File: src/pkg/sgmii_eb_cfg.svh
// Constants for the SGMII receive elastic buffer
`ifndef SGMII_EB_CFG_SVH
`define SGMII_EB_CFG_SVH

`define EB_WIDTH 9
`define EB_DEPTH 128
`define EB_AW 7
`define EB_HALF 8'h40
`define EB_DRIFT_BYTES 5000

`define SYM_IDLE 8'hbc
`define SYM_SOP 8'hfb
`define SYM_EOP 8'hfd
`define SYM_ERR 8'hfe

`define REP_1G 7'h01
`define REP_100M 7'h0a
`define REP_10M 7'h64

`define FRAME_STD_MAX 19'h005f2
`define JUMBO_MAX_1G 19'h445c0
`define JUMBO_MAX_100M 19'h06d60
`define JUMBO_MAX_10M 19'h00af0

`endif

File: src/pkg/sgmii_eb_pkg.sv
// Types for the SGMII receive elastic buffer
package sgmii_eb_pkg;

   typedef enum logic [1:0] {
      ST_GAP = 2'b01,
      ST_FRAME = 2'b10
   } frame_state_t;

   typedef enum logic [2:0] {
      SPEED_1G = 3'b001,
      SPEED_100M = 3'b010,
      SPEED_10M = 3'b100
   } speed_t;

endpackage : sgmii_eb_pkg

File: src/hw/sgmii_rx_elastic_buffer.sv
// SGMII receive elastic buffer: link sampling, idle deletion, output stage
`include "sgmii_eb_cfg.svh"

// Behaviour
// - Fabric buffer default; transceiver-buffer bypass optional
// - One RAM, 128 entries, 64 each side
// - Gap idles dropped while over half full
// - Tolerates one entry drift per 5000 bytes
// - Lower speeds replicate bytes 10 or 100 times
// - 1522-byte frames at all three speeds
// - Jumbo limits 280000, 28000, 2800 bytes
module sgmii_rx_elastic_buffer
   import sgmii_eb_pkg::*;
(
   // Clock and reset
   input wire logic clk,
   input wire logic rst,
   // Recovered link
   input wire logic rec_clk,
   input wire logic [7:0] rx_data,
   input wire logic rx_is_k,
   // Mode and speed
   input wire logic use_xcvr_buffer,
   input wire logic [1:0] speed_sel,
   // Symbols to the MAC
   output logic [7:0] mac_data,
   output logic mac_is_k,
   output logic mac_valid,
   input wire logic mac_ready,
   // Status
   output logic [7:0] eb_occupancy,
   output logic [7:0] eb_occ_max,
   output logic [7:0] eb_occ_min,
   output logic eb_in_frame,
   output logic eb_idle_dropped,
   output logic eb_overflow,
   output logic eb_underflow,
   output logic eb_frame_jumbo,
   output logic eb_frame_too_long
);

   // Input synchronisers
   logic rec_clk_s1_r, rec_clk_s2_r, rec_clk_s3_r;
   logic [7:0] data_s1_r, data_s2_r;
   logic k_s1_r, k_s2_r, mode_s1_r, mode_s2_r;
   logic [1:0] speed_s1_r, speed_s2_r;

   // Symbol path and FIFO
   logic sym_stb, is_sop, is_end, is_idle, bypass;
   frame_state_t state_r;
   logic skip_r, drop_now, over_half, wr_req;
   logic fifo_in_ready, fifo_out_valid, fifo_out_ready;
   logic [8:0] fifo_out_data;
   logic [7:0] occ;

   // Frame length tracking
   logic [6:0] rep_len, rep_cnt_r;
   logic [18:0] jumbo_max, byte_cnt_r;

   // Output registers
   logic [7:0] mac_data_r, occ_out_r, occ_max_r, occ_min_r;
   logic mac_is_k_r, mac_valid_r, in_frame_r, idle_dropped_r;
   logic overflow_r, underflow_r, jumbo_r, too_long_r;

   // The first stage of each synchroniser feeds only the second
   always_ff @(posedge clk or posedge rst)
   begin
      if (rst)
      begin
         rec_clk_s1_r <= 1'b0;
         rec_clk_s2_r <= 1'b0;
         rec_clk_s3_r <= 1'b0;
         data_s1_r <= 8'h00;
         data_s2_r <= 8'h00;
         k_s1_r <= 1'b0;
         k_s2_r <= 1'b0;
         mode_s1_r <= 1'b0;
         mode_s2_r <= 1'b0;
         speed_s1_r <= 2'h0;
         speed_s2_r <= 2'h0;
      end
      else
      begin
         rec_clk_s1_r <= rec_clk;
         rec_clk_s2_r <= rec_clk_s1_r;
         rec_clk_s3_r <= rec_clk_s2_r;
         data_s1_r <= rx_data;
         data_s2_r <= data_s1_r;
         k_s1_r <= rx_is_k;
         k_s2_r <= k_s1_r;
         mode_s1_r <= use_xcvr_buffer;
         mode_s2_r <= mode_s1_r;
         speed_s1_r <= speed_sel;
         speed_s2_r <= speed_s1_r;
      end
   end

   // One strobe per recovered-clock rising edge
   assign sym_stb = rec_clk_s2_r && !rec_clk_s3_r;
   assign is_sop = k_s2_r && (data_s2_r == `SYM_SOP);
   assign is_end = k_s2_r && ((data_s2_r == `SYM_EOP) || (data_s2_r == `SYM_ERR));
   assign is_idle = k_s2_r && (data_s2_r == `SYM_IDLE);
   assign bypass = mode_s2_r;

   // Decode the speed; unused code falls back to 1 Gbps
   always_comb
   begin
      rep_len = `REP_1G;
      jumbo_max = `JUMBO_MAX_1G;
      if (speed_s2_r == 2'h1)
      begin
         rep_len = `REP_100M;
         jumbo_max = `JUMBO_MAX_100M;
      end
      else if (speed_s2_r == 2'h2)
      begin
         rep_len = `REP_10M;
         jumbo_max = `JUMBO_MAX_10M;
      end
   end

   // Frame tracking between start and end delimiters
   always_ff @(posedge clk or posedge rst)
   begin
      if (rst)
      begin
         state_r <= ST_GAP;
      end
      else if (sym_stb)
      begin
         case (state_r)
            ST_GAP:
            begin
               if (is_sop)
               begin
                  state_r <= ST_FRAME;
               end
            end
            ST_FRAME:
            begin
               if (is_end)
               begin
                  state_r <= ST_GAP;
               end
            end
            default:
            begin
               state_r <= ST_GAP;
            end
         endcase
      end
   end

   // Idle deletion removes the whole two-symbol idle to keep lane parity
   assign over_half = (occ > `EB_HALF);
   assign drop_now = sym_stb && (state_r == ST_GAP) && is_idle && over_half && !skip_r;

   always_ff @(posedge clk or posedge rst)
   begin
      if (rst)
      begin
         skip_r <= 1'b0;
      end
      else if (sym_stb)
      begin
         skip_r <= drop_now;
      end
   end

   // Replicated symbols at lower speeds are stored one by one
   assign wr_req = sym_stb && !bypass && !drop_now && !skip_r;

   elastic_fifo #(
      .WIDTH(`EB_WIDTH),
      .DEPTH(`EB_DEPTH),
      .AW(`EB_AW)
   ) u_fifo (
      .clk(clk),
      .rst(rst),
      .in_valid(wr_req),
      .in_data({k_s2_r, data_s2_r}),
      .in_ready(fifo_in_ready),
      .out_valid(fifo_out_valid),
      .out_data(fifo_out_data),
      .out_ready(fifo_out_ready),
      .occupancy(occ)
   );

   assign fifo_out_ready = !bypass && (!mac_valid_r || mac_ready);

   // Output stage; bypass passes each sampled symbol for one cycle
   always_ff @(posedge clk or posedge rst)
   begin
      if (rst)
      begin
         mac_data_r <= 8'h00;
         mac_is_k_r <= 1'b0;
         mac_valid_r <= 1'b0;
      end
      else if (bypass)
      begin
         mac_valid_r <= sym_stb;
         mac_data_r <= data_s2_r;
         mac_is_k_r <= k_s2_r;
      end
      else if (!mac_valid_r || mac_ready)
      begin
         mac_valid_r <= fifo_out_valid;
         mac_data_r <= fifo_out_data[7:0];
         mac_is_k_r <= fifo_out_data[8];
      end
   end

   // Error and event pulses
   always_ff @(posedge clk or posedge rst)
   begin
      if (rst)
      begin
         idle_dropped_r <= 1'b0;
         overflow_r <= 1'b0;
         underflow_r <= 1'b0;
      end
      else
      begin
         idle_dropped_r <= drop_now;
         overflow_r <= wr_req && !fifo_in_ready;
         underflow_r <= !bypass && (state_r == ST_FRAME) && mac_ready && !fifo_out_valid
            && !mac_valid_r;
      end
   end

   // Occupancy and its in-frame watermarks
   always_ff @(posedge clk or posedge rst)
   begin
      if (rst)
      begin
         occ_out_r <= 8'h00;
         occ_max_r <= 8'h00;
         occ_min_r <= 8'h00;
         in_frame_r <= 1'b0;
      end
      else
      begin
         occ_out_r <= occ;
         in_frame_r <= (state_r == ST_FRAME);
         if (sym_stb && (state_r == ST_GAP) && is_sop)
         begin
            occ_max_r <= occ;
            occ_min_r <= occ;
         end
         else if (state_r == ST_FRAME)
         begin
            if (occ > occ_max_r)
            begin
               occ_max_r <= occ;
            end
            if (occ < occ_min_r)
            begin
               occ_min_r <= occ;
            end
         end
      end
   end

   // Frame length in bytes, one byte per replication group
   always_ff @(posedge clk or posedge rst)
   begin
      if (rst)
      begin
         rep_cnt_r <= 7'h00;
         byte_cnt_r <= 19'h00000;
      end
      else if (sym_stb)
      begin
         if (state_r == ST_GAP)
         begin
            rep_cnt_r <= 7'h00;
            byte_cnt_r <= 19'h00000;
         end
         else if (rep_cnt_r == rep_len - 7'h01)
         begin
            rep_cnt_r <= 7'h00;
            if (byte_cnt_r != 19'h7ffff)
            begin
               byte_cnt_r <= byte_cnt_r + 19'h00001;
            end
         end
         else
         begin
            rep_cnt_r <= rep_cnt_r + 7'h01;
         end
      end
   end

   // Length flags hold from detection until the next frame starts
   always_ff @(posedge clk or posedge rst)
   begin
      if (rst)
      begin
         jumbo_r <= 1'b0;
         too_long_r <= 1'b0;
      end
      else if (sym_stb && (state_r == ST_GAP) && is_sop)
      begin
         jumbo_r <= 1'b0;
         too_long_r <= 1'b0;
      end
      else if (state_r == ST_FRAME)
      begin
         if (byte_cnt_r > `FRAME_STD_MAX)
         begin
            jumbo_r <= 1'b1;
         end
         if (byte_cnt_r > jumbo_max)
         begin
            too_long_r <= 1'b1;
         end
      end
   end

   assign mac_data = mac_data_r;
   assign mac_is_k = mac_is_k_r;
   assign mac_valid = mac_valid_r;
   assign eb_occupancy = occ_out_r;
   assign eb_occ_max = occ_max_r;
   assign eb_occ_min = occ_min_r;
   assign eb_in_frame = in_frame_r;
   assign eb_idle_dropped = idle_dropped_r;
   assign eb_overflow = overflow_r;
   assign eb_underflow = underflow_r;
   assign eb_frame_jumbo = jumbo_r;
   assign eb_frame_too_long = too_long_r;

endmodule : sgmii_rx_elastic_buffer

File: src/hw/elastic_fifo.sv
// Gray-pointer FIFO with registered read data and occupancy on the read side
module elastic_fifo #(
   parameter int WIDTH = 9,
   parameter int DEPTH = 128,
   parameter int AW = 7
)(
   // Clock and reset
   input wire logic clk,
   input wire logic rst,
   // Fill side
   input wire logic in_valid,
   input wire logic [WIDTH-1:0] in_data,
   output logic in_ready,
   // Drain side
   output logic out_valid,
   output logic [WIDTH-1:0] out_data,
   input wire logic out_ready,
   // Status
   output logic [AW:0] occupancy
);

   logic [WIDTH-1:0] mem [DEPTH];
   logic [AW:0] wbin_r;
   logic [AW:0] wgray_r;
   logic [AW:0] rbin_r;
   logic [AW:0] rgray_r;
   logic [AW:0] wg_s1_r;
   logic [AW:0] wg_s2_r;
   logic [AW:0] rg_s1_r;
   logic [AW:0] rg_s2_r;
   logic [AW:0] wsync_bin;
   logic [AW:0] rsync_bin;
   logic [AW:0] wbin_nxt;
   logic [AW:0] rbin_nxt;
   logic [AW:0] occ_r;
   logic [WIDTH-1:0] out_data_r;
   logic out_valid_r;
   logic wr_en;
   logic rd_en;
   logic empty;

   // Gray to binary for both synchronised pointers
   genvar i;
   generate
      for (i = 0; i <= AW; i++)
      begin : g_g2b
         assign wsync_bin[i] = ^wg_s2_r[AW:i];
         assign rsync_bin[i] = ^rg_s2_r[AW:i];
      end
   endgenerate

   assign wbin_nxt = wbin_r + (AW+1)'(1);
   assign rbin_nxt = rbin_r + (AW+1)'(1);
   assign in_ready = ((wbin_r - rsync_bin) != (AW+1)'(DEPTH));
   assign wr_en = in_valid && in_ready;
   assign empty = (wsync_bin == rbin_r);
   assign rd_en = !empty && (!out_valid_r || out_ready);

   assign out_valid = out_valid_r;
   assign out_data = out_data_r;
   assign occupancy = occ_r;

   always_ff @(posedge clk)
   begin
      if (wr_en)
      begin
         mem[wbin_r[AW-1:0]] <= in_data;
      end
   end

   // Write pointer, published in Gray code
   always_ff @(posedge clk or posedge rst)
   begin
      if (rst)
      begin
         wbin_r <= '0;
         wgray_r <= '0;
      end
      else if (wr_en)
      begin
         wbin_r <= wbin_nxt;
         wgray_r <= wbin_nxt ^ (wbin_nxt >> 1);
      end
   end

   // Pointer synchronisers
   always_ff @(posedge clk or posedge rst)
   begin
      if (rst)
      begin
         wg_s1_r <= '0;
         wg_s2_r <= '0;
         rg_s1_r <= '0;
         rg_s2_r <= '0;
      end
      else
      begin
         wg_s1_r <= wgray_r;
         wg_s2_r <= wg_s1_r;
         rg_s1_r <= rgray_r;
         rg_s2_r <= rg_s1_r;
      end
   end

   // Read pointer and registered read data
   always_ff @(posedge clk or posedge rst)
   begin
      if (rst)
      begin
         rbin_r <= '0;
         rgray_r <= '0;
         out_valid_r <= 1'b0;
         out_data_r <= '0;
      end
      else if (rd_en)
      begin
         rbin_r <= rbin_nxt;
         rgray_r <= rbin_nxt ^ (rbin_nxt >> 1);
         out_valid_r <= 1'b1;
         out_data_r <= mem[rbin_r[AW-1:0]];
      end
      else if (out_ready)
      begin
         out_valid_r <= 1'b0;
      end
   end

   // Occupancy from the synchronised write pointer
   always_ff @(posedge clk or posedge rst)
   begin
      if (rst)
      begin
         occ_r <= '0;
      end
      else
      begin
         occ_r <= wsync_bin - rbin_r;
      end
   end

endmodule : elastic_fifo

File: config.mk
export PLATFORM = sky130hd
export DESIGN_NAME = sgmii_rx_elastic_buffer
export DESIGN_NICKNAME = d
export VERILOG_FILES = /design/src/pkg/sgmii_eb_pkg.sv /design/src/hw/sgmii_rx_elastic_buffer.sv /design/src/hw/elastic_fifo.sv
export VERILOG_INCLUDE_DIRS = /design/src /design/src/pkg
export SDC_FILE = /design/constraint.sdc
export NUM_CORES = 1
export LEC_CHECK = 0
export BUFFER_PORTS_ARGS = -buffer_cell sky130_fd_sc_hd__buf_2
export CAP_MARGIN = 15
export CELL_PAD_IN_SITES_DETAIL_PLACEMENT = 1
export CELL_PAD_IN_SITES_GLOBAL_PLACEMENT = 2
export CORE_UTILIZATION = 35
export CTS_CLUSTER_DIAMETER = 200
export CTS_CLUSTER_SIZE = 8
export DETAILED_ROUTE_END_ITERATION = 12
export PLACE_DENSITY = 0.61
export SLEW_MARGIN = 10
export SYNTH_ARGS = -nofsm -noshare
export SYNTH_HDL_FRONTEND = slang
export SYNTH_SLANG_ARGS = --single-unit
File: constraint.sdc
create_clock -name clk -period 4.8 [get_ports clk]
set_input_delay 0.24 -clock clk [delete_from_list [all_inputs] [get_ports clk]]
set_output_delay 0.24 -clock clk [all_outputs]
set_load 0.02 [all_outputs]
==> flow_summary_export.csv, run 1 <==
group,metric,value,unit
clock_network,numCtsBuffers,183,
route,totalWireLength,154000,um
finish,nets,3205,
place,dp_cells,4906,
place,place.gp.congestion,0.821,
sta,relSlewSlack,23.7,%
sta,slew_violations,0,
die,die_h,390,um
route,drt.antenna.violating_nets,0,
route,drt_iter0_drc,2465,
sta,tightest_slew,1.14,ns
critical_path,path_cells,"xnor2_2, xor2_2, xor2_1, xor2_1, xor2_1, xor2_1, xnor2_1, ha_2, nor2b_4, o21a_1, o21ai_2, buf_4, o311a_1, or4_4, o211ai_4, or3_4, clkbuf_16, nor2_2",
route,wl_per_cell,29.5,um
sta,hold_viol_final,0,
synth,synthCells,2824,
critical_path,worst_ep_arrival_time,5.16,ns
finish,multiInputGateArea,0.0137,mm^2
critical_path,slowest_stage,"or3_4",
power,p_leak,21.2,nW
place,portBuffers,55,
sta,fin_crit_sh,98.6,%
global_routing,antenna_found_initial,3,
route,drc_errors,0,
hold_path,holdPathStages,2,
sta,rsz0062_at_grt,"true",
finish,fin_area,0.0628,mm^2
critical_path,crit_required,5.22,ns
route,vias,28100,
route,routed_via_density,5.40,
clock_network,clk_path_buf_depth,3,
power,powerDensity,565,mW/mm^2
global_routing,gr-total-overflow,0,
critical_path,max_stage_delay,0.49,ns
synth,synth_area,0.0527,mm^2
sta,fin_crit,4.74,ns
synth,synthTopCellsByArea,"edfxtp_1 66%, mux4_2 11%, dfrtp_1 8.3%, mux2i_1 2.8%, nor2_1 1.2%",
critical_path,r2r_cells,18,
finish,n_fill_cell,14300,
synth,async_reset_ff_share,13.3,%
synth,synth_simple_gate_area_share,3.92,%
synth,synth_flop_cell,"edfxtp_1",
finish,layout-drive-gt1-share,27.3,%
die,dieArea,0.152,mm^2
hold_path,min_from,"rx_data[6]",
critical_path,critPathKind,"flip-flop to flip-flop",
critical_path,reg2reg_from,"u_fifo.rg_s2_r[6]",
synth,avgSynthCellArea,18.7,um^2
clock_network,cts_tree,"done",
finish,syn_to_final_growth,19.1,%
global_routing,grt_max_degree,169,
critical_path,cp-end-kind,"flip-flop",
global_routing,grt_first_pass_wirelength,219000,um
finish,stdcell_count,5201,
job,cap_violations,0,
synth,synth_xor_area_share,1.40,%
synth,synth_top_cell_by_area,"edfxtp_1",
sta,fmax,211,MHz
synth,synth.area.mux_share,14.2,%
die,pin_count,56,
clock_network,cts.sinks,1328,
global_routing,track_usage,20.1,%
hold_path,hold_path.class,"input port to flip-flop",
sta,tns,0,ns
route,dr.pass1.iters,5,
synth,synth.top_cell.area_share,65.6,%
die,rows,142,
die,initial_core_util,35.2,%
place,post-dp-hpwl,93700,um
clock_network,cts-root-buf,"clkbuf_16",
status,status,"finished, final reports clean",
synth,synth.distinct_cells,66,
clock_network,htreeDepth,4,
critical_path,critPathLaunchType,"flip-flop",
die,core_area,0.150,mm^2
power,power,35.5,mW
synth,synth_top_family_by_area,"multiplexers",
critical_path,path_common_cell,"xor2_1",
sta,fin_skew,0.0362,ns
global_routing,grt_pass1_vias,29500,
synth,synth_compound_area_share,3.74,%
synth,yosys_warnings,0,
synth,synth_seq_area_share,74.0,%
sta,setup_viol,0,
place,placed_area,0.0563,mm^2
critical_path,startpoint,"u_fifo.rg_s2_r[6]",
clock_network,clk_pin_slew,0.05,ns
synth,synth_fa_ha_area_share,1.18,%
finish,regArea,0.0390,mm^2
synth,synth_edf_count,1152,
critical_path,crit_fanout,9,
finish,final_util,42.0,%
die,die_x,390,um
clock_network,clock_latency,0.80,ns
power,vdd_drop_max,0.354,mV
synth,syn_nets,2889,
synth,synth-seq-cells,1328,
-- sequential cells by signal, summed over array words and instances, names as in the netlist, 8 cells and up --
signal and count:
byte_cnt_r 19, data_s1_r 8, data_s2_r 8, eb_occ_max 8
eb_occ_min 8, eb_occupancy 8, mac_data 8, u_fifo.mem 1152
u_fifo.occupancy 8, u_fifo.out_data 9, u_fifo.rg_s1_r 8, u_fifo.rg_s2_r 8
u_fifo.rgray_r 8, u_fifo.wg_s1_r 8, u_fifo.wg_s2_r 8, u_fifo.wgray_r 8
-- cell usage after synthesis (all sizes together) (40+ instances only) --
master	instances
xnor2	46
buf	75
dfrtp	175
nor3	48
ha	48
clkbuf	73
nor2	167
nand2	120
edfxtp	1152
mux2i	147
o21ai	73
mux4	255
a21oi	41
o22ai	40
inv	43
-- cell families after synthesis --
kind of cell,after synthesis
compound gates,293
simple gates,453
flops,1328
xor+xnor,84
buf+inv,191
mux,426
fa+ha+maj,49
-- power by group --
group          switching (mW)  total [mW]  internal, mW
clock                    4.60        11.5          6.85
sequential              0.618        13.6          12.9
combinational            6.05        10.5          4.45
-- final timing paths --
kind / end / slack [ns]
max reg2reg: u_fifo.mem[104][1] / 0.06
max in group asynchronous: k_s2_r / 2.90
min reg2reg: u_fifo.wg_s2_r[0] / 0.33
max: u_fifo.mem[104][1] / 0.06
min: data_s1_r[6] / 0.10
min in group asynchronous: data_s2_r[3] / 0.54
-- metal layers --
| layer | GRT usage (%) | vias up | share of wire, % |
|---|---|---|---|
| li1 | - | 11900 | - |
| met1 | 27.8 | 14900 | 44 |
| met2 | 31.8 | 1003 | 47 |
| met3 | 4.43 | 222 | 6.4 |
| met4 | 6.01 | 2 | 2.6 |
| met5 | 0 | - | 0.0085 |
-- worst max-delay path, delay by kind of cell (launching register included) --
family | cells | cell delay (ns)
buffers and inverters | 2 | 0.35
flip-flops | 1 | 0.40
AO/OA/AOI/OAI | 4 | 0.63
AND/OR/NAND/NOR | 4 | 1.11
XOR/XNOR | 7 | 1.61
adder cells (fa/ha/maj) | 1 | 0.25
-- cell type report --
type | instances | share of cell area, %
multi-input combinational | 1310 | 21.7
inverter | 43 | 0.265
clock buffer | 219 | 7.61
sequential | 1328 | 62.2
clock inverter | 9 | 0.185
antenna | 2 | 0.00797
timing repair buffer | 274 | 4.02
tap | 2016 | 4.02
-- layout by cell type (no fill, tap or decap), drive strengths merged, types with 8 or more instances in the layout --
master	count
a31oi	22
or3	9
a21o	26
a211oi	8
o221ai	31
clkbuf	221
a32oi	8
dlygate4sd3	16
nand3	33
a21oi	41
nor3	48
nor2	172
ha	48
dfrtp	175
xor2	38
mux2	24
mux2i	147
edfxtp	1152
nand4	12
mux4	255
o21ai	73
nand2b	10
and2	14
inv	45
xnor2	46
buf	255
o22ai	40
nor2b	14
nand2	120
-- stage by stage --
stage | hold slack (ns) | worst slack (ns)
2_1_floorplan | 0.271 | 0.292
3_3_place_gp | 0.170 | -0.205
3_5_place_dp | 0.176 | -0.350
4_1_cts | 0.0358 | -0.128
5_1_grt | 0.0741 | -0.208
6_report | 0.103 | 0.0650
-- what timing repair did --
item                       4_1_cts  5_1_grt
pin swaps                        5       34
resized for setup               82      179
hold endpoints to repair       192        0
hold buffers                    16        0
setup endpoints to repair      997     1144
setup buffers                    5       21
cloned                           0       23
No activity file was read; power rests on OpenSTA's default activity.
==> run 2, diff against run 1 <==
--- a/config.mk
+++ b/config.mk
@@ -18,4 +18,5 @@
 export SLEW_MARGIN = 10
 export SYNTH_ARGS = -nofsm -noshare
 export SYNTH_HDL_FRONTEND = slang
+export SYNTH_HIERARCHICAL = 1
 export SYNTH_SLANG_ARGS = --single-unit
==> run 2 against run 1 <==
Compared with the run above:
- first-iteration DRC count up 4.5%
- clock skew up 0.0090 ns
- synthesized cell count up 5.0%
- global-route usage down 0.070 points
- final cell count up 0.56%
- flip-flop and latch count unchanged
- critical path depth down 2
- critical path type unchanged
- largest cell class unchanged
- highest routed layer is now met4
==> flow_summary_export.csv, run 2 <==
group,metric,value,unit
status,status,"finished, final reports clean",
die,initial_core_util,35.2,%
power,powerDensity,559,mW/mm^2
sta,relSlewSlack,22.6,%
die,die_h,390,um
finish,regArea,0.0390,mm^2
critical_path,critPathKind,"flip-flop to flip-flop",
finish,fin_area,0.0618,mm^2
route,totalWireLength,152000,um
clock_network,cts.sinks,1328,
place,place.gp.congestion,0.857,
place,post-dp-hpwl,95200,um
synth,synth_flop_cell,"edfxtp_1",
die,pin_count,56,
finish,final_cell_mix,"1152 x edfxtp_1, 216 x mux4_2, 189 x clkbuf_16",
power,vdd_drop_max,0.389,mV
synth,synth_area,0.0528,mm^2
critical_path,critPathLaunchType,"flip-flop",
sta,slew_violations,0,
clock_network,clock_latency,0.81,ns
synth,async_reset_ff_share,13.3,%
finish,multiInputGateArea,0.0137,mm^2
critical_path,path_cells,"xnor2_2, xor2_2, xor2_2, xor2_2, xor2_1, xor2_1, ha_1, nor2b_1, o21a_1, or4_1, a21oi_2, o221ai_4, buf_12, o211ai_1, buf_4, nor2_2",
synth,synthCells,2964,
route,drc_errors,0,
clock_network,clk_path_buf_depth,3,
synth,synth_edf_count,1152,
critical_path,r2r_cells,16,
finish,n_fill_cell,14300,
synth,synth_common_cells,"1152 x edfxtp_1, 216 x mux4_2, 181 x nand2_1",
synth,yosys.cell_count.top_type,"edfxtp_1",
synth,synth.top_cell.area_share,65.5,%
die,core_area,0.150,mm^2
global_routing,grt_first_pass_wirelength,220000,um
synth,syn_nets,3024,
finish,final_common_cell,"edfxtp_1",
critical_path,path_common_cell,"xor2_2",
global_routing,antenna_found_initial,1,
critical_path,worst-path-stages,16,
die,die_x,390,um
synth,yosys_warnings,6,
route,vias,28500,
synth,avgSynthCellArea,17.8,um^2
critical_path,slowest_stage,"or4_1",
critical_path,crit_fanout,10,
clock_network,numCtsBuffers,183,
place,placed_area,0.0558,mm^2
sta,tightest_slew,1.16,ns
critical_path,crit_required,5.28,ns
die,dieArea,0.152,mm^2
clock_network,clk_pin_slew,0.05,ns
finish,largest_reg_flops,1152,
critical_path,critPathTopFamily,"XOR/XNOR gates",
critical_path,worst_ep_arrival_time,5.07,ns
route,wl_per_cell,29.1,um
die,rows,142,
global_routing,gr-total-overflow,0,
sta,setup_viol,0,
global_routing,grt_pass1_vias,30000,
sta,fin_skew,0.0452,ns
sta,fin_crit,4.59,ns
global_routing,grt_max_degree,87,
route,drt.antenna.violating_nets,0,
synth,synth_top_cell_by_area,"edfxtp_1",
synth,synthTopCellsByArea,"edfxtp_1 66%, mux4_2 9.2%, dfrtp_1 8.3%, mux2i_1 3.3%, nand2_1 1.3%",
finish,syn_to_final_growth,17.1,%
clock_network,cts_tree,"done",
synth,synth-seq-cells,1328,
route,drt_iter0_drc,2577,
sta,hold_viol_final,0,
job,cap_violations,0,
synth,synth_seq_area_share,73.9,%
sta,fin_crit_sh,95.6,%
clock_network,htreeDepth,4,
critical_path,critPathBufInv,2,
critical_path,cp-end-kind,"flip-flop",
place,portBuffers,55,
global_routing,track_usage,20.1,%
finish,layout-drive-gt1-share,23.3,%
clock_network,cts-root-buf,"clkbuf_16",
route,dr.pass1.iters,5,
synth,synth.distinct_cells,69,
critical_path,max_stage_delay,0.49,ns
power,p_leak,20.5,nW
finish,final_util,41.3,%
finish,nets,3224,
sta,fmax,218,MHz
route,routed_via_density,5.45,
hold_path,holdPathStages,2,
hold_path,hold_path.class,"input port to flip-flop",
[run 2: changes by cell type in the layout (fill, tap and decap cells not counted), sizes merged, moves of 30 or more]
cell / before / now
nand2: 120 / 181
mux4: 255 / 216
a22oi: 0 / 37
buf: 255 / 147
o22ai: 40 / 72
a31oi: 22 / 56
o221ai: 31 / 1
[run 2: worst register-to-register path, stage by stage, from the launching register on]
cell and delay, ns:
dfrtp_1 0.41, xnor2_2 0.23, xor2_2 0.22, xor2_2 0.22
xor2_2 0.20, xor2_1 0.25, xor2_1 0.25, ha_1 0.29
nor2b_1 0.14, o21a_1 0.18, or4_1 0.49, a21oi_2 0.23
o221ai_4 0.14, buf_12 0.16, o211ai_1 0.30, buf_4 0.35
nor2_2 0.19
[run 2: per-stage QoR]
| step | hold slack (ns) | power, mW | setup WS [ns] | instances | TNS (ns) |
|---|---|---|---|---|---|
| 2_1_floorplan | 0.271 | 19.8 | 0.385 | 2964 | 0 |
| 3_3_place_gp | 0.295 | 22.9 | -0.111 | 4972 | -13.45 |
| 5_1_grt | 0.0355 | 35.9 | -0.0523 | 5229 | -1.34 |
| 4_1_cts | 0.00705 | 34.8 | -0.160 | 5222 | -22.74 |
| 3_5_place_dp | 0.302 | 23.1 | -0.273 | 4972 | -124.37 |
| 6_report | 0.0708 | 34.6 | 0.212 | 5230 | 0 |
[run 2: worst paths after layout]
kind                              startpoint                end  slack (ns)
setup / recovery           u_fifo/rg_s2_r[7]  u_fifo/mem[48][0]        0.21
hold / removal                       rec_clk       rec_clk_s1_r        0.07
min in group asynchronous                rst      eb_occ_min[7]        0.11
max in group asynchronous                rst   u_fifo/rbin_r[2]        3.03
setup reg to reg           u_fifo/rg_s2_r[7]  u_fifo/mem[48][0]        0.21
hold reg to reg            u_fifo/wg_s1_r[6]  u_fifo/wg_s2_r[6]        0.35
[run 2: layer usage]
metal | wire, um | GRT usage, % | vias to the layer above
li1 | - | - | 12100
met1 | 68000 | 28.4 | 15200
met2 | 72600 | 32.1 | 936
met3 | 8230 | 3.26 | 208
met4 | 3460 | 5.63 | 0
met5 | 0 | 0 | -
[run 2: final cells by class]
| class | instances | share of cell area (%) |
|---|---|---|
| Antenna cell | 1 | 0.00405 |
| Clock buffer | 222 | 7.74 |
| Clock inverter | 12 | 0.322 |
| Inverter | 42 | 0.267 |
| Multi-Input combinational cell | 1443 | 22.2 |
| Sequential cell | 1328 | 63.1 |
| Tap cell | 2016 | 4.08 |
| Timing Repair Buffer | 166 | 2.24 |
[run 2: kinds of logic after synthesis]
kind of cell,Yosys count,share of synthesized area [%]
AO/OA/AOI/OAI,378,4.60
XOR/XNOR,74,1.27
adder cells (fa/ha/maj),44,1.06
buffers and inverters,193,1.62
flip-flops,1328,73.9
multiplexers,415,13.0
AND/OR/NAND/NOR,532,4.53
[run 2: power breakdown]
group          switching [mW]  internal [mW]
clock network            4.70           6.90
registers               0.498           12.9
logic                    5.72           3.80
total                    10.9           23.6
[run 2: repair_timing]
action                                  in CTS  in global routing
cloned                                       0                  1
setup buffers                                0                  6
endpoints found under the hold margin       90                  0
endpoints found under the setup margin    1068               1144
pin swaps                                    1                  7
hold buffers                                16                  0
gates resized for setup                     97                130
